===== config.mk =====
export PLATFORM = sky130hd
export DESIGN_NAME = dmc_channel_bank
export DESIGN_NICKNAME = d
export VERILOG_FILES = /design/src/inc/dmc_pkg.sv /design/src/verilog/dmc_channel_bank.sv
export SDC_FILE = /design/constraint.sdc
export NUM_CORES = 1
export LEC_CHECK = 0
export ABC_CLOCK_PERIOD_IN_PS = 2500
export BUFFER_PORTS_ARGS = -buffer_cell sky130_fd_sc_hd__buf_2
export CELL_PAD_IN_SITES_DETAIL_PLACEMENT = 0
export CELL_PAD_IN_SITES_GLOBAL_PLACEMENT = 1
export CORE_MARGIN = 3
export CORE_UTILIZATION = 37
export CTS_BUF_LIST = sky130_fd_sc_hd__clkbuf_4
export DETAILED_ROUTE_END_ITERATION = 6
export PLACE_DENSITY = 0.86
export SETUP_SLACK_MARGIN = 0.1
export SLEW_MARGIN = 20
export SYNTH_ARGS = -nofsm -noshare
export SYNTH_HDL_FRONTEND = slang
export SYNTH_SLANG_ARGS = --single-unit

===== constraint.sdc =====
create_clock -name core_clk -period 2.5 [get_ports core_clk]
set_input_delay 0.125 -clock core_clk [delete_from_list [all_inputs] [get_ports core_clk]]
set_output_delay 0.125 -clock core_clk [all_outputs]
set_load 0.02 [all_outputs]

===== src/inc/dmc_pkg.sv =====
// Purpose: Shared constants for the DC motor channel control/status bank
// Assumes: Register byte address is four times the register index
// Notes:   Read and write maps are separate images sharing index space
package dmc_pkg;
   // Channel count in the two-channel configuration
   localparam int NCH = 2;
   // Register indices, feedback (read) image
   localparam logic [5:0] IDX_FLT0 = 6'h00;  // Fault flags, channel 0
   localparam logic [5:0] IDX_STS0 = 6'h01;  // Status byte, channel 0
   localparam logic [5:0] IDX_FLT1 = 6'h08;  // Fault flags, channel 1
   localparam logic [5:0] IDX_STS1 = 6'h09;  // Status byte, channel 1
   // Register indices, control (write) image
   localparam logic [5:0] IDX_CTL0 = 6'h09;  // Output control, channel 0
   localparam logic [5:0] IDX_CLR0 = 6'h0A;  // Error clear, channel 0
   localparam logic [5:0] IDX_CTL1 = 6'h15;  // Output control, channel 1
   localparam logic [5:0] IDX_CLR1 = 6'h16;  // Error clear, channel 1
   // Interrupt registers, both read and write
   localparam logic [5:0] IDX_IRQ_STS  = 6'h20;  // Sticky events, W1C
   localparam logic [5:0] IDX_IRQ_MASK = 6'h21;  // Enable mask
   // Address bits that select the register index
   localparam int IDX_LSB = 2;
   localparam int IDX_MSB = 7;
   // Control and error clear byte fields
   localparam int B_RUN_EN   = 0;  // Software run enable
   localparam int B_OVR_SEL  = 1;  // Output override select
   localparam int B_MAN_A    = 3;  // Manual level, output A
   localparam int B_MAN_B    = 4;  // Manual level, output B
   localparam int B_FLT_CLR  = 0;  // Fault clear request
   // Fault byte fields
   localparam int B_UNDERV   = 0;  // Supply under-voltage
   localparam int B_AUX_SHT  = 1;  // 24 V output short/overload
   localparam int B_LD_FLT   = 2;  // Parameter load fault
   localparam int B_OUTA_SHT = 4;  // Output A short
   localparam int B_OUTB_SHT = 5;  // Output B short
   // Status byte field
   localparam int B_RUN_ECHO = 5;  // Run enable echo
   // Interrupt event layout: four events per channel
   localparam int EV_PER_CH  = 4;
   localparam int EV_AUX     = 0;
   localparam int EV_LD      = 1;
   localparam int EV_OUTA    = 2;
   localparam int EV_OUTB    = 3;
   localparam int NEV        = NCH * EV_PER_CH;
   // Reset values
   localparam logic [7:0]     BYTE_RST = 8'h00;
   localparam logic [NEV-1:0] EV_RST   = '0;
   // Input pin function encodings
   localparam logic [1:0] FN_PLAIN = 2'h0;  // Plain input
   localparam logic [1:0] FN_STOP  = 2'h1;  // External stop
   localparam logic [1:0] FN_HWEN  = 2'h2;  // Hardware enable
endpackage


===== src/verilog/dmc_channel_bank.sv =====
// Purpose: Control/feedback bank of a pulse module in DC motor mode
// Assumes: Classic Wishbone slave, 32-bit data, byte lane 0 used
// Notes:   Functional notes below; channel 1 exists in two-channel mode
//          Fault clear is a level: software writes one, then zero
//          Unused control bits are don't care; zero is expected
//
// Added by the designer: register access over Wishbone.
`timescale 1ns/1ps
module dmc_channel_bank #(
   parameter int NCH_P = dmc_pkg::NCH  // Channel count
) (
   input  wire logic             core_clk,
   input  wire logic             nrst,
   input  wire logic             ce,
   // Wishbone slave
   input  wire logic             wb_cyc_i,
   input  wire logic             wb_stb_i,
   input  wire logic             wb_we_i,
   input  wire logic [31:0]      wb_adr_i,
   input  wire logic [31:0]      wb_dat_i,
   input  wire logic [3:0]       wb_sel_i,
   output logic      [31:0]      wb_dat_o,
   output logic                  wb_ack_o,
   // Configuration
   input  wire logic             two_channel_cfg,
   input  wire logic [1:0]       input_pin_function,
   // Per-channel plant inputs
   input  wire logic [NCH_P-1:0] hw_enable_in,
   input  wire logic [NCH_P-1:0] supply_present,
   input  wire logic [NCH_P-1:0] supply_low,
   input  wire logic [NCH_P-1:0] aux_short_det,
   input  wire logic [NCH_P-1:0] out_a_short_det,
   input  wire logic [NCH_P-1:0] out_b_short_det,
   input  wire logic [NCH_P-1:0] pwm_phase,
   input  wire logic [NCH_P-1:0] dir_reverse,
   input  wire logic [NCH_P-1:0] param_load_req,
   input  wire logic [NCH_P-1:0] param_load_bad,
   input  wire logic [NCH_P-1:0] single_update_mode,
   // Per-channel results, then the shared interrupt
   output logic      [NCH_P-1:0] param_load_ack,
   output logic      [NCH_P-1:0] seq_running,
   output logic      [NCH_P-1:0] drive_output_a,
   output logic      [NCH_P-1:0] drive_output_b,
   output logic                  irq
);

   // All registered state of the block except the reset synchroniser
   // One record so reset, freeze and update treat every flop alike
   typedef struct packed {
      logic [NCH_P-1:0][7:0]  ctl;      // Output control bytes
      logic [NCH_P-1:0][7:0]  clr;      // Error clear bytes
      logic [NCH_P-1:0][7:0]  flt;      // Fault flag bytes
      logic [NCH_P-1:0]       run_prev; // Run enable, last cycle
      logic [NCH_P-1:0]       running;  // Output sequence running
      logic [NCH_P-1:0]       ld_ack;   // Load accepted pulse
      logic [NCH_P-1:0]       out_a;    // Output A level
      logic [NCH_P-1:0]       out_b;    // Output B level
      logic [dmc_pkg::NEV-1:0] ev;      // Sticky interrupt events
      logic [dmc_pkg::NEV-1:0] mask;    // Interrupt mask
      logic                   irq;      // Interrupt output
      logic                   ack;      // Bus acknowledge
      logic [31:0]            rdat;     // Bus read data
   } dmc_state_t;

   dmc_state_t st_r;   // Current state
   dmc_state_t st_nxt; // Next state
   logic       rs1_r;  // Reset release, first stage
   logic       rs2_r;  // Reset release, synchronised copy

   // Reset release synchroniser
   // Assertion of nrst reaches the state at once; release is retimed
   // through two flops so every state flop leaves reset on one edge.
   // Nothing but the second stage reads the first stage.
   always_ff @(posedge core_clk or negedge nrst) begin
      if (!nrst) begin
         rs1_r <= 1'b0;
         rs2_r <= 1'b0;
      end else begin
         rs1_r <= 1'b1;
         rs2_r <= rs1_r;
      end
   end

   // Next-state logic
   // Register map, by index (byte address divided by four):
   //   read  0x00/0x08 fault flags, 0x01/0x09 status, channel 0/1
   //   write 0x09/0x15 output control, 0x0A/0x16 error clear
   //   both  0x20 sticky events (write one to clear), 0x21 mask
   // Read and write images overlap at 0x09 on purpose: a read there
   // returns channel 1 status, a write lands in channel 0 control.
   // Every request is answered, mapped or not, so a stray access
   // never stalls the controller.
   always_comb begin
      logic [5:0]  idx;     // Register index of request
      logic        req;     // New bus request this cycle
      logic        wr;      // Write strobe, lane 0
      logic [7:0]  wb;      // Written byte
      logic [NCH_P-1:0] ch_on; // Channel present
      logic [dmc_pkg::NEV-1:0] ev_set; // Events this cycle
      logic        run_en;  // Run enable bit
      logic        start;   // Start condition
      logic [7:0]  sts;     // Status byte
      st_nxt = st_r;
      idx    = wb_adr_i[dmc_pkg::IDX_MSB:dmc_pkg::IDX_LSB];
      req    = wb_cyc_i & wb_stb_i & ~st_r.ack;
      wr     = req & wb_we_i & wb_sel_i[0];
      wb     = wb_dat_i[7:0];
      ev_set = '0;
      run_en = 1'b0;
      start  = 1'b0;
      sts    = dmc_pkg::BYTE_RST;
      // Channel 1 present only in two-channel mode
      ch_on    = '1;
      ch_on[1] = two_channel_cfg;
      // Load acknowledge is a one-cycle pulse
      st_nxt.ld_ack = '0;

      // Control register writes
      // Writes need lane 0 selected; other lanes carry nothing
      if (wr && idx == dmc_pkg::IDX_CTL0) begin
         st_nxt.ctl[0] = wb;
      end
      if (wr && idx == dmc_pkg::IDX_CLR0) begin
         st_nxt.clr[0] = wb;
      end
      if (wr && ch_on[1] && idx == dmc_pkg::IDX_CTL1) begin
         st_nxt.ctl[1] = wb;
      end
      if (wr && ch_on[1] && idx == dmc_pkg::IDX_CLR1) begin
         st_nxt.clr[1] = wb;
      end

      // Per-channel behaviour
      // Order inside a channel matters: the clear level is applied
      // before the detectors, so a fault seen in the clearing cycle
      // survives; load refusal reads the registered flag, so a load
      // in the clearing cycle is still refused.
      for (int c = 0; c < NCH_P; c++) begin
         if (!ch_on[c]) begin
            // Absent channel held idle and cleared
            // Writes to it are dropped above and it reads as zero
            st_nxt.ctl[c]    = dmc_pkg::BYTE_RST;
            st_nxt.clr[c]    = dmc_pkg::BYTE_RST;
            st_nxt.flt[c]    = dmc_pkg::BYTE_RST;
            st_nxt.run_prev[c] = 1'b0;
            st_nxt.running[c]  = 1'b0;
            st_nxt.out_a[c]    = 1'b0;
            st_nxt.out_b[c]    = 1'b0;
         end else begin
            run_en = st_r.ctl[c][dmc_pkg::B_RUN_EN];
            st_nxt.run_prev[c] = run_en;
            // Start per input pin function
            if (input_pin_function == dmc_pkg::FN_PLAIN ||
                input_pin_function == dmc_pkg::FN_STOP) begin
               start = run_en & ~st_r.run_prev[c];
            end else if (input_pin_function == dmc_pkg::FN_HWEN) begin
               // Level start while the enable pin is high
               start = run_en & hw_enable_in[c];
            end else begin
               // Unused function code: never starts
               start = 1'b0;
            end
            if (!run_en) begin
               st_nxt.running[c] = 1'b0;
            end else if (start) begin
               st_nxt.running[c] = 1'b1;
            end
            // Module drives outputs; override and manual bits unused
            // Direction picks which output carries the PWM level
            st_nxt.out_a[c] = st_nxt.running[c] & pwm_phase[c]
                              & ~dir_reverse[c];
            st_nxt.out_b[c] = st_nxt.running[c] & pwm_phase[c]
                              & dir_reverse[c];

            // Live under-voltage, only with supply present
            // Not latched: follows the supply inputs one cycle late
            st_nxt.flt[c][dmc_pkg::B_UNDERV] =
               supply_present[c] & supply_low[c];

            // Clear level first, so a new event wins
            if (st_r.clr[c][dmc_pkg::B_FLT_CLR]) begin
               st_nxt.flt[c][dmc_pkg::B_AUX_SHT]  = 1'b0;
               st_nxt.flt[c][dmc_pkg::B_LD_FLT]   = 1'b0;
               st_nxt.flt[c][dmc_pkg::B_OUTA_SHT] = 1'b0;
               st_nxt.flt[c][dmc_pkg::B_OUTB_SHT] = 1'b0;
            end
            if (aux_short_det[c]) begin
               st_nxt.flt[c][dmc_pkg::B_AUX_SHT] = 1'b1;
               ev_set[c*dmc_pkg::EV_PER_CH + dmc_pkg::EV_AUX] = 1'b1;
            end
            if (out_a_short_det[c]) begin
               st_nxt.flt[c][dmc_pkg::B_OUTA_SHT] = 1'b1;
               ev_set[c*dmc_pkg::EV_PER_CH + dmc_pkg::EV_OUTA] = 1'b1;
            end
            if (out_b_short_det[c]) begin
               st_nxt.flt[c][dmc_pkg::B_OUTB_SHT] = 1'b1;
               ev_set[c*dmc_pkg::EV_PER_CH + dmc_pkg::EV_OUTB] = 1'b1;
            end
            // Parameter load handling
            if (param_load_req[c]) begin
               if (st_r.flt[c][dmc_pkg::B_LD_FLT]) begin
                  // Refused while a load fault stands
                  st_nxt.ld_ack[c] = 1'b0;
               end else if (param_load_bad[c]) begin
                  // Bad value: flagged in single-update mode only
                  if (single_update_mode[c]) begin
                     st_nxt.flt[c][dmc_pkg::B_LD_FLT] = 1'b1;
                     ev_set[c*dmc_pkg::EV_PER_CH + dmc_pkg::EV_LD] = 1'b1;
                  end
               end else begin
                  // Good load accepted
                  st_nxt.ld_ack[c] = 1'b1;
               end
            end
         end
      end

      // Sticky events: set wins over write-one-clear
      // Events are one bit per latched fault source and channel; the flag
      // clear level above does not touch them, software clears
      // them separately here.
      if (wr && idx == dmc_pkg::IDX_IRQ_STS) begin
         st_nxt.ev = st_r.ev & ~wb_dat_i[dmc_pkg::NEV-1:0];
      end
      st_nxt.ev = st_nxt.ev | ev_set;
      if (wr && idx == dmc_pkg::IDX_IRQ_MASK) begin
         st_nxt.mask = wb_dat_i[dmc_pkg::NEV-1:0];
      end
      // Level interrupt follows the new events and mask
      st_nxt.irq = |(st_nxt.ev & st_nxt.mask);

      // Bus answer: one ack per request, read data registered
      // A request is not taken again while its ack stands, so a
      // master that holds stb one cycle too long is not answered twice.
      // Read data is zero whenever no read is answered.
      st_nxt.ack  = req;
      st_nxt.rdat = '0;
      if (req && !wb_we_i) begin
         case (idx)
            dmc_pkg::IDX_FLT0: begin
               st_nxt.rdat[7:0] = st_r.flt[0];
            end
            dmc_pkg::IDX_STS0: begin
               sts[dmc_pkg::B_RUN_ECHO] = st_r.ctl[0][dmc_pkg::B_RUN_EN];
               st_nxt.rdat[7:0] = sts;
            end
            dmc_pkg::IDX_FLT1: begin
               st_nxt.rdat[7:0] = st_r.flt[1];
            end
            dmc_pkg::IDX_STS1: begin
               sts[dmc_pkg::B_RUN_ECHO] = st_r.ctl[1][dmc_pkg::B_RUN_EN];
               st_nxt.rdat[7:0] = sts;
            end
            dmc_pkg::IDX_IRQ_STS: begin
               st_nxt.rdat[dmc_pkg::NEV-1:0] = st_r.ev;
            end
            dmc_pkg::IDX_IRQ_MASK: begin
               st_nxt.rdat[dmc_pkg::NEV-1:0] = st_r.mask;
            end
            default: begin
               st_nxt.rdat = '0; // Unmapped reads as zero
            end
         endcase
      end
   end

   // State register, frozen while ce is low
   // The freeze also holds ack and any pulse output, so a bus cycle
   // simply stretches while ce is low; detector pulses in that time
   // are lost.
   always_ff @(posedge core_clk or negedge rs2_r) begin
      if (!rs2_r) begin
         st_r <= '0;
      end else if (ce) begin
         st_r <= st_nxt;
      end
   end

   // Outputs straight from state flip-flops
   // No output passes through logic after the register
   assign wb_dat_o       = st_r.rdat;
   assign wb_ack_o       = st_r.ack;
   assign param_load_ack = st_r.ld_ack;
   assign seq_running    = st_r.running;
   assign drive_output_a = st_r.out_a;
   assign drive_output_b = st_r.out_b;
   assign irq            = st_r.irq;

endmodule


# Word-level counts from Yosys, hierarchy flattened
# Index checks and enable logic that the tools add are counted.
# word_totals
input_bits,99
wordCells,154
out_inout_bits,42
regBits,76
# op_classes
n_eq_ne,15
n_bitwise,25
n_mux,64
reduce_logical,26
# ops
operator,n
2-to-1 mux 1 bit,53
case mux 8 bit (6 select lines),1
2-to-1 mux 8 bit,3
AND reduction 2 bit,10
"== test 6 x 4 -> 1 bit, second input constant",3
AND 1 bit,16
AND 8 bit,2
"== test 6 x 5 -> 1 bit, second input constant",2
"== test 6 bit, second input constant",2
2-to-1 mux 2 bit,5
"inequality test 3 x 1 -> 1 bit, second input constant",3
logical AND 1 bit,8
inverter 8 bit,1
bitwise OR 8 bit,1
OR reduction 8 bit,1
"== test 6 x 1 -> 1 bit, second input constant",1
logical NOT 6 bit,1
nonzero test 2 bit,3
inverter 1 bit,5
2-to-1 mux 4 bit,1
"inequality test 2 x 1 -> 1 bit, second input constant",2
2-to-1 mux 3 bit,1
"== test 2 x 1 -> 1 bit, second input constant",1
"== test 2 bit, second input constant",1
other kinds (3),3

# Longest topological paths before layout
# Gate-level depths: netlist of the first run.
# logic_depth
depth_word,10
mapped_depth,9
ltp_nobuf,6

# Least setup slack after synthesis of the first run
# Ideal clock, no wire load.
# synth_path
path_type,in2reg
from,input port wb_adr_i[5]
to,"register st_r, in the netlist irq"
path_stages,7
t_arrival_ns,2.144
required_ns,2.374
slack_ns,0.230
path_cell_list,buf_6 or4b_4 nor4_4 mux2_4 o21ai_1 o2111ai_1 o32a_1
# synth_between
elab_chain_cells,6
elab_cells_between_ends,9
# synth_rtl
element,line_no,rtl
from (decl),dmc_channel_bank.sv:19,"input wire logic [31:0] wb_adr_i,"
== test 6 bit,dmc_channel_bank.sv:222,if (wr && idx == dmc_pkg::IDX_IRQ_STS) begin
logical AND 1 bit,dmc_channel_bank.sv:222,
2-to-1 mux 8 bit,dmc_channel_bank.sv:222,
bitwise OR 8 bit,dmc_channel_bank.sv:225,st_nxt.ev = st_nxt.ev | ev_set;
AND 8 bit *,dmc_channel_bank.sv:230,st_nxt.irq = |(st_nxt.ev & st_nxt.mask);
OR reduction 8 bit *,dmc_channel_bank.sv:230,
to (signal assigned),dmc_channel_bank.sv:275,st_r <= st_nxt;
to (decl),dmc_channel_bank.sv:65,dmc_state_t st_r;
# Every way passes the cells marked *; elsewhere a longest branch is shown, timed or not.
# A chain may end at the register's enable or synchronous reset.

# Final worst setup path of the first run
# layout_path
from,"register st_r, in the netlist wb_ack_o"
to,"register st_r, in the netlist irq"
# layout_between
elab_chain_cells,9
elab_cells_between_ends,11
# layout_rtl
element,line_no,rtl
inverter 1 bit *,dmc_channel_bank.sv:105,req = wb_cyc_i & wb_stb_i & ~st_r.ack;
AND 1 bit *,dmc_channel_bank.sv:105,
AND 1 bit * (2 in series),dmc_channel_bank.sv:106,wr = req & wb_we_i & wb_sel_i[0];
logical AND 1 bit,dmc_channel_bank.sv:222,
2-to-1 mux 8 bit,dmc_channel_bank.sv:222,
bitwise OR 8 bit,dmc_channel_bank.sv:225,
AND 8 bit *,dmc_channel_bank.sv:230,
OR reduction 8 bit *,dmc_channel_bank.sv:230,
# Marked as above.

==> results.py, run 1 <==
metrics = {
    "critical_path": {
        "slowest_stage": "nor4_4",
        "reg2reg_slack_ps": 360,
        "cp_max_fo": 7,
        "path_class": "reg -> reg",
        "worst_ep_required_time_ps": 2760,
        "path_cells": "nand3b_1 -> nor4_4 -> buf_4 -> mux2i_1 -> o22ai_1 -> o32a_1",
        "max_stage_delay_ps": 490,
        "rr_endpoint": "irq$_DFFE_PN0P_",
        "cp-end-kind": "flip-flop",
        "cp_data_arrival_time_ps": 2410,
        "rr_worst_depth": 6,
        "start_kind": "flip-flop",
        "reg2reg_from": "wb_ack_o$_DFFE_PN0P_",
    },
    "synth": {
        "synth-compound-area-share_pct": 17.60,
        "synth_edf_count": 0,
        "synth.distinct_cells": 45,
        "synth_simple_gate_area_share_pct": 12.88,
        "yosysSeqAreaShare_pct": 44.65,
        "dominantRegCellSynth": "dfrtp_1",
        "synthCells": 294,
        "muxShareOfSynthArea_pct": 9.661,
        "syn-cell-area_um2": 2914,
        "synthArstFlopShare_pct": 100.0,
        "synth_warnings": 0,
        "avgSynthCellArea_um2": 9.912,
        "synth_top_family_by_area": "compound AO/OA/AOI/OAI gates",
        "synth_xor_area_share_pct": 0,
        "ys_ff_latch": 52,
        "synth_fa_ha_area_share_pct": 0,
    },
    "cells_and_area": {
        "fin_nets": 445,
        "final_layout_size_suffix_gt1_share_pct": 28.53,
        "syn2layout_area_growth_pct": 10.78,
        "diodes": 0,
        "final_area_um2": 3228,
    },
    "cts": {
        "clk_path_buf_depth": 2,
        "path_clk_slew_ps": 150,
        "cts.root.buffer_cell": "clkbuf_4",
        "htree_levels": 2,
        "cts.sinks": 52,
        "cts_buffers": 5,
        "clk_latency_ps": 360,
        "cts_tree": "built",
    },
    "outcome": {
        "status": "finished clean",
    },
    "route": {
        "post-route-drc-count": 0,
        "routedWlPerCell_um": 15.13,
        "wl_um": 6749,
        "ant_nets": 0,
        "vias": 2294,
        "dr.pass1.iters": 5,
        "initialDrtViolationCount": 181,
        "vias_per_cell": 5.143,
    },
    "timing": {
        "min_period_ps": 2143,
        "slew_viol_final": 0,
        "fin_setup_tns_ps": 0,
        "finalCritPeriodShare_pct": 85.71,
        "slew-limit-headroom_pct": 58.43,
        "grt_setup_unrepaired": "no",
        "tightest_slew_ps": 623.5,
        "finalHoldViolCount": 0,
        "fmax_mhz": 466.7,
        "finalSetupViolCount": 0,
        "skew_ps": 9.780,
    },
    "power_and_ir_drop": {
        "clock_power_share_pct": 23.4,
        "netSwitchingFraction_pct": 29.16,
        "p_per_area_nw_per_um2": 475.9,
        "p_leak_uw": 0.001538,
        "pwr-share-comb_pct": 16.4,
        "p_int_uw": 1088,
        "peakVddDrop_mv": 0.2285,
        "p_sw_uw": 447.9,
        "sequentialPowerShare_pct": 60.2,
    },
    "worst_hold_path": {
        "min_path_type": "in -> reg",
        "hp-start": "out_a_short_det[0]",
        "min_to": "st_r[44]$_DFFE_PN0P_",
        "min_path_cells": 2,
    },
    "place": {
        "io_buffers": 63,
        "gp_congestion": 0.8346,
        "placed_cell_area_um2": 3137,
        "dpl.hpwl_um": 5007,
    },
    "global_route": {
        "grt_max_degree": 51,
        "grt_pass1_vias": 2265,
        "grt_use_total_pct": 15.21,
        "grt_overflow": 0,
        "grt_pass1_wl_um": 10760,
        "antenna_found_initial": 0,
    },
    "floorplan": {
        "die_h_um": 94.75,
        "io_pins": 141,
        "start_util_pct": 39.13,
        "rows": 31,
        "core-area_um2": 7447,
        "die_w_um": 94.75,
        "dieArea_um2": 8977,
    },
    "job": {
        "drv_cap": 0,
    },
}
## cell families after synthesis
kind of cell | count (synthesis)
buffers and inverters | 74
AO/OA/AOI/OAI | 72
other | 2
flip-flops | 52
multiplexers | 25
AND/OR/NAND/NOR | 69
## layout make-up
cell class	instances	area [um2]
Fill cell	762	4219
Sequential cell	52	1303
Multi-Input combinational cell	191	1264
Timing Repair Buffer	73	400.4
Tap cell	99	123.9
Inverter	23	86.33
Clock buffer	5	37.54
Clock inverter	3	13.76
## metal layers
metal,track usage [%],vias to the layer above,wire length (um)
met5,0,-,0
met4,3.486,0,57
met3,3.108,8,490
met2,25.37,98,3225
met1,20.32,1096,2975
li1,-,1092,-
## timing repair
item,4_1_cts,5_1_grt
endpoints found under the hold margin,6,0
gates resized for setup,0,0
setup buffers,0,0
hold buffers,4,0
## registers in the layout (all words and copies together) (netlist names), 2 cells and up
name / count
wb_dat_o: 8
drive_output_a: 2
st_r: 31
param_load_ack: 2
seq_running: 2
drive_output_b: 2
## synthesized netlist by cell type, types with 6 or more instances
cell type | number | share of area, %
buf_4 | 40 | 10
mux2_2 | 17 | 6.6
nor2_1 | 9 | 1.2
inv_1 | 23 | 3.0
o21ai_0 | 13 | 2.2
mux2i_1 | 6 | 2.1
a21boi_0 | 7 | 1.8
o22ai_1 | 15 | 3.2
dfrtp_1 | 52 | 45
nor3_1 | 6 | 1.0
a22o_1 | 10 | 3.0
clkbuf_1 | 10 | 1.3
nand2_1 | 26 | 3.3
a22oi_1 | 6 | 1.5
## critical path, delay by kind of cell (launching register included)
kind	cells	cell delay, ps
simple gates	2	720
compound gates	2	460
flops	1	420
buf+inv	1	260
mux	1	190
## power by group through the flow
stage | Clock, uW | Combinational (uW) | Sequential, uW
final | 359 | 251 | 925
after global routing | 413 | 282 | 931
after CTS | 376 | 253 | 925
after detailed placement | 0 | 247 | 941
after global placement | 0 | 241 | 939
after floorplan | 0 | 183 | 943
## worst max path at each step
stage	startpoint	end	slack, ps	depth (start not counted)
floorplan	wb_adr_i[5]	irq$_DFFE_PN0P_	230	7
global placement	wb_adr_i[5]	irq$_DFFE_PN0P_	160	7
detailed placement	wb_adr_i[5]	irq$_DFFE_PN0P_	150	7
CTS	wb_ack_o$_DFFE_PN0P_	irq$_DFFE_PN0P_	330	6
global route	wb_ack_o$_DFFE_PN0P_	irq$_DFFE_PN0P_	210	6
finish	wb_ack_o$_DFFE_PN0P_	irq$_DFFE_PN0P_	360	6
## cells in the final DEF (no fill, tap or decap), types with 5 or more instances in the layout
cell and instances:
a21boi_0 7, a222oi_1 5, a22o_1 10, a22oi_1 6
buf_2 63, buf_4 6, clkbuf_4 5, conb_1 25
dfrtp_1 51, inv_1 23, mux2_2 17, mux2i_1 6
nand2_1 26, nand3_1 5, nor2_1 9, nor3_1 6
o21ai_0 13, o22ai_1 15
## metrics by stage
stage / setup slack (ps) / util (%) / total power (uW) / hold slack (ps) / instances
after global routing: 210.7 / 43.35 / 1626 / 5.622 / 446
after global placement: 156.9 / 42.12 / 1181 / -90.03 / 434
final: 357.3 / 43.35 / 1536 / 16.64 / 446
after CTS: 332.3 / 43.35 / 1553 / 1.653 / 446
after detailed placement: 150.5 / 42.12 / 1187 / -86.86 / 434
after floorplan: 229.7 / - / 1125 / -170.6 / 317
Power figures use the tool's default switching activity.
==> inputs of run 2 (changes only) <==
--- a/config.mk
+++ b/config.mk
@@ -9,7 +9,6 @@
 export BUFFER_PORTS_ARGS = -buffer_cell sky130_fd_sc_hd__buf_2
 export CELL_PAD_IN_SITES_DETAIL_PLACEMENT = 0
 export CELL_PAD_IN_SITES_GLOBAL_PLACEMENT = 1
-export CORE_MARGIN = 3
 export CORE_UTILIZATION = 37
 export CTS_BUF_LIST = sky130_fd_sc_hd__clkbuf_4
 export DETAILED_ROUTE_END_ITERATION = 6
==> results.py, run 2 (synthesized netlist as in run 1, its figures left out) <==
metrics = {
    "global_route": {
        "grt_pass1_vias": 2166,
        "antenna_found_initial": 0,
        "grt_max_degree": 56,
        "grt_overflow": 0,
        "grt_use_total_pct": 16.94,
        "grt_pass1_wl_um": 11030,
    },
    "route": {
        "ant_nets": 0,
        "routedWlPerCell_um": 14.84,
        "vias_per_cell": 5.134,
        "post-route-drc-count": 0,
        "vias": 2300,
        "initialDrtViolationCount": 182,
        "dr.pass1.iters": 5,
        "wl_um": 6649,
    },
    "timing": {
        "slew-limit-headroom_pct": 62.24,
        "slew_viol_final": 0,
        "grt_setup_unrepaired": "no",
        "finalCritPeriodShare_pct": 87.40,
        "skew_ps": 16.09,
        "tightest_slew_ps": 566.4,
        "min_period_ps": 2185,
        "fmax_mhz": 457.7,
        "finalSetupViolCount": 0,
        "finalHoldViolCount": 0,
        "fin_setup_tns_ps": 0,
    },
    "critical_path": {
        "cp_max_fo": 6,
        "cp_data_arrival_time_ps": 2450,
        "worst_ep_required_time_ps": 2770,
        "path_class": "reg -> reg",
        "reg2reg_slack_ps": 310,
        "start_kind": "flip-flop",
        "cp-end-kind": "flip-flop",
    },
    "floorplan": {
        "start_util_pct": 39.13,
        "io_pins": 141,
        "dieArea_um2": 8235,
        "die_w_um": 90.75,
        "die_h_um": 90.75,
        "core-area_um2": 7447,
        "rows": 31,
    },
    "place": {
        "io_buffers": 63,
        "dpl.hpwl_um": 4884,
        "placed_cell_area_um2": 3137,
        "gp_congestion": 0.8311,
    },
    "power_and_ir_drop": {
        "peakVddDrop_mv": 0.2352,
        "p_per_area_nw_per_um2": 481.9,
        "p_leak_uw": 0.001550,
    },
    "cts": {
        "hold_buffers": 5,
        "post_cts.repair.setup_buffers": 0,
        "cts_tree": "built",
        "cts_buffers": 5,
        "clk_latency_ps": 380,
        "cts.sinks": 52,
        "path_clk_slew_ps": 130,
        "htree_levels": 2,
        "clk_path_buf_depth": 2,
        "cts.root.buffer_cell": "clkbuf_4",
        "cts_resized": 0,
    },
    "outcome": {
        "status": "finished clean",
    },
    "cells_and_area": {
        "fin_nets": 447,
        "multiInputGateArea_um2": 1264,
        "final_layout_size_suffix_gt1_share_pct": 28.65,
        "regArea_um2": 1303,
        "syn2layout_area_growth_pct": 11.68,
        "nFillCells": 755,
        "largest_reg_flops": 31,
        "final_common_cell": "buf_2",
        "final_area_um2": 3254,
        "diodes": 0,
        "final_cell_mix": "buf_2 (63), dfrtp_1 (51), nand2_1 (26)",
        "top_register": "st_r",
    },
    "job": {
        "drv_cap": 0,
    },
    "worst_hold_path": {
        "min_path_type": "in -> reg",
    },
}
## run 2: cell count changes in the layout (fill, tap and decap cells not counted)
cell           before  now
dlygate4sd3_1       4    6
clkinv_2            2    1
clkinv_1            1    0
clkbuf_4            5    7
## run 2: worst max-delay path, stage by stage (launching register included)
cell and delay, ps:
dfrtp_1 430, nand3b_1 230, nor4_4 490, buf_4 260, mux2i_1 200, o22ai_1 110, o32a_1 360
## run 2: report_power, final
part | switching [uW] | total, uW | internal (uW)
Sequential | 44.4 | 931 | 887
Combinational | 148 | 247 | 99.2
Clock | 258 | 390 | 132
## run 2: per-layer routing
layer	wire length [um]	vias to the layer above	track usage, %
li1	-	1096	-
met1	3075	1109	23.77
met2	3127	90	26.77
met3	382	5	3.199
met4	65	0	4.301
met5	0	-	0
## run 2: worst paths after layout
| kind | start | depth (start not counted) | to |
|---|---|---|---|
| setup / recovery | wb_ack_o$_DFFE_PN0P_ | 6 | irq$_DFFE_PN0P_ |
| hold / removal | supply_present[0] | 3 | st_r[60]$_DFFE_PN0P_ |
| setup reg to reg | wb_ack_o$_DFFE_PN0P_ | 6 | irq$_DFFE_PN0P_ |
| hold reg to reg | rs2_r$_DFF_PN0_ | 0 | param_load_ack[1]$_DFFE_PN0P_ |
| max in group asynchronous | rs2_r$_DFF_PN0_ | 1 | st_r[69]$_DFFE_PN0P_ |
| min in group asynchronous | nrst | 2 | rs2_r$_DFF_PN0_ |
## run 2: stage by stage
stage / std cells / worst slack (ps) / utilization, % / hold WS [ps] / power (uW)
floorplan: 317 / 229.7 / - / -170.6 / 1125
global placement: 434 / 135.6 / 42.12 / -87.75 / 1182
detailed placement: 434 / 136.0 / 42.12 / -87.75 / 1189
CTS: 447 / 300.2 / 43.57 / 0.001055 / 1580
global route: 448 / 190.6 / 43.70 / 10.32 / 1652
finish: 448 / 315.0 / 43.70 / 11.35 / 1568
## run 2: cell type report
type	count	area share [%]
clock buffer	7	1.615
clock inverter	1	0.1538
inverter	23	2.653
multi-input combinational	191	38.83
sequential	52	40.02
tap	99	3.806
timing repair buffer	75	12.92
==> inputs of run 3 (changes only) <==
--- a/config.mk
+++ b/config.mk
@@ -5,7 +5,7 @@
 export SDC_FILE = /design/constraint.sdc
 export NUM_CORES = 1
 export LEC_CHECK = 0
-export ABC_CLOCK_PERIOD_IN_PS = 2500
+export ABC_CLOCK_PERIOD_IN_PS = 2600
 export BUFFER_PORTS_ARGS = -buffer_cell sky130_fd_sc_hd__buf_2
 export CELL_PAD_IN_SITES_DETAIL_PLACEMENT = 0
 export CELL_PAD_IN_SITES_GLOBAL_PLACEMENT = 1
==> constraint.sdc (replaced) <==
create_clock -name core_clk -period 2.6 [get_ports core_clk]
set_input_delay 0.13 -clock core_clk [delete_from_list [all_inputs] [get_ports core_clk]]
set_output_delay 0.13 -clock core_clk [all_outputs]
set_load 0.02 [all_outputs]
==> results.py, run 3 (synthesized netlist as in run 1, its figures left out) <==
metrics = {
    "route": {
        "wl_um": 6578,
        "ant_nets": 0,
        "vias_per_cell": 5.074,
        "dr.pass1.iters": 5,
        "routedWlPerCell_um": 14.72,
        "post-route-drc-count": 0,
        "initialDrtViolationCount": 119,
        "vias": 2268,
    },
    "critical_path": {
        "reg2reg_from": "wb_ack_o$_DFFE_PN0P_",
        "worst_ep_required_time_ps": 2880,
        "cp_max_fo": 6,
        "slowest_stage": "nor4_4",
        "rr_worst_depth": 6,
        "path_class": "reg -> reg",
        "cp_top_family": "simple AND/OR/NAND/NOR gates",
        "cp-end-kind": "flip-flop",
        "reg2reg_slack_ps": 450,
        "start_kind": "flip-flop",
        "max_stage_delay_ps": 510,
        "rr_endpoint": "irq$_DFFE_PN0P_",
        "path_buf_inv": 1,
        "path_cells": "nand3b_1 -> nor4_4 -> buf_4 -> mux2i_1 -> o2111ai_1 -> o32a_1",
        "cp_data_arrival_time_ps": 2420,
    },
    "place": {
        "place_ws_ps": 227.3,
        "dpl.hpwl_um": 4811,
        "gp_congestion": 0.8226,
        "io_buffers": 63,
        "place_inst": 433,
    },
    "cells_and_area": {
        "final_cell_mix": "buf_2 (63), dfrtp_1 (51), nand2_1 (26)",
        "final_layout_size_suffix_gt1_share_pct": 28.45,
        "top_register": "st_r",
        "diodes": 0,
        "multiInputGateArea_um2": 1264,
        "syn2layout_area_growth_pct": 11.42,
        "finalNonFillerCells": 447,
        "fin_nets": 446,
        "largest_reg_flops": 31,
        "nFillCells": 754,
        "final_core_util_pct": 43.60,
        "regArea_um2": 1303,
        "final_common_cell": "buf_2",
    },
    "job": {
        "drv_cap": 0,
    },
    "timing": {
        "slew_viol_final": 0,
        "slew-limit-headroom_pct": 63.64,
        "fin_setup_tns_ps": 0,
        "fmax_mhz": 466.2,
        "grt_setup_unrepaired": "no",
        "whs_ps": 10.79,
        "finalCritPeriodShare_pct": 82.50,
        "finalHoldViolCount": 0,
        "fin_ws_ps": 454.9,
        "tightest_slew_ps": 545.5,
        "skew_ps": 21.77,
        "min_period_ps": 2145,
        "finalSetupViolCount": 0,
    },
    "global_route": {
        "grt_overflow": 0,
        "grt_use_total_pct": 16.57,
        "grt_max_degree": 56,
        "grt_pass1_vias": 2171,
        "antenna_found_initial": 0,
        "grt_pass1_wl_um": 10850,
    },
    "cts": {
        "clk_path_buf_depth": 2,
        "hold_buffers": 6,
        "cts_buffers": 5,
        "htree_levels": 2,
        "cts.root.buffer_cell": "clkbuf_4",
        "cts_tree": "built",
        "cts_resized": 0,
        "post_cts.repair.setup_buffers": 0,
        "cts.sinks": 52,
        "clk_latency_ps": 370,
        "path_clk_slew_ps": 150,
    },
    "worst_hold_path": {
        "min_to": "st_r[60]$_DFFE_PN0P_",
        "hp-start": "supply_present[0]",
        "min_path_type": "in -> reg",
        "min_path_cells": 3,
    },
    "floorplan": {
        "core-area_um2": 7447,
        "rows": 31,
        "dieArea_um2": 8235,
        "io_pins": 141,
        "start_util_pct": 39.13,
        "die_w_um": 90.75,
        "die_h_um": 90.75,
    },
    "outcome": {
        "status": "finished clean",
    },
    "power_and_ir_drop": {
        "peakVddDrop_mv": 0.3240,
        "p_leak_uw": 0.001541,
        "p_per_area_nw_per_um2": 462.4,
    },
}
[run 3: layout make-up]
cell class / instances / area share (%)
multi-input cells: 191 / 38.92
flip-flops and latches: 52 / 40.12
repair buffers: 74 / 12.72
inverters: 23 / 2.659
well taps: 99 / 3.815
clock inverters: 2 / 0.3854
clock buffers: 6 / 1.387
[run 3: tightest hold or removal path: stages]
cell     delay, ps
buf_2           80
nand3_1         70
o21ai_0         70
[run 3: worst max path at each step]
| stage | startpoint | end | slack (ps) | cells past startpoint |
|---|---|---|---|---|
| floorplan | wb_adr_i[5] | irq$_DFFE_PN0P_ | 320 | 7 |
| global placement | wb_adr_i[5] | irq$_DFFE_PN0P_ | 240 | 7 |
| detailed placement | wb_adr_i[5] | irq$_DFFE_PN0P_ | 230 | 7 |
| CTS | wb_ack_o$_DFFE_PN0P_ | irq$_DFFE_PN0P_ | 420 | 6 |
| global route | wb_ack_o$_DFFE_PN0P_ | irq$_DFFE_PN0P_ | 330 | 6 |
| finish | wb_ack_o$_DFFE_PN0P_ | irq$_DFFE_PN0P_ | 450 | 6 |
[run 3: routing by layer]
metal / track usage, % / vias to the layer above / part of all wire, %
met5: 0 / - / 0
met1: 22.76 / 1088 / 46
met2: 26.77 / 78 / 48
li1: - / 1098 / -
met4: 3.629 / 0 / 0.52
met3: 3.451 / 4 / 5.3
[run 3: stage by stage]
step                total power, uW  cell area, um2
floorplan                      1082            3000
global placement               1134            3129
detailed placement             1142            3129
CTS                            1519            3247
global route                   1586            3247
finish                         1501            3247
[run 3: power breakdown]
| part | total (uW) | internal (uW) | switching, uW |
|---|---|---|---|
| sequential | 896 | 853 | 43.1 |
| clock | 369 | 115 | 253 |
| combinational | 237 | 94.4 | 143 |
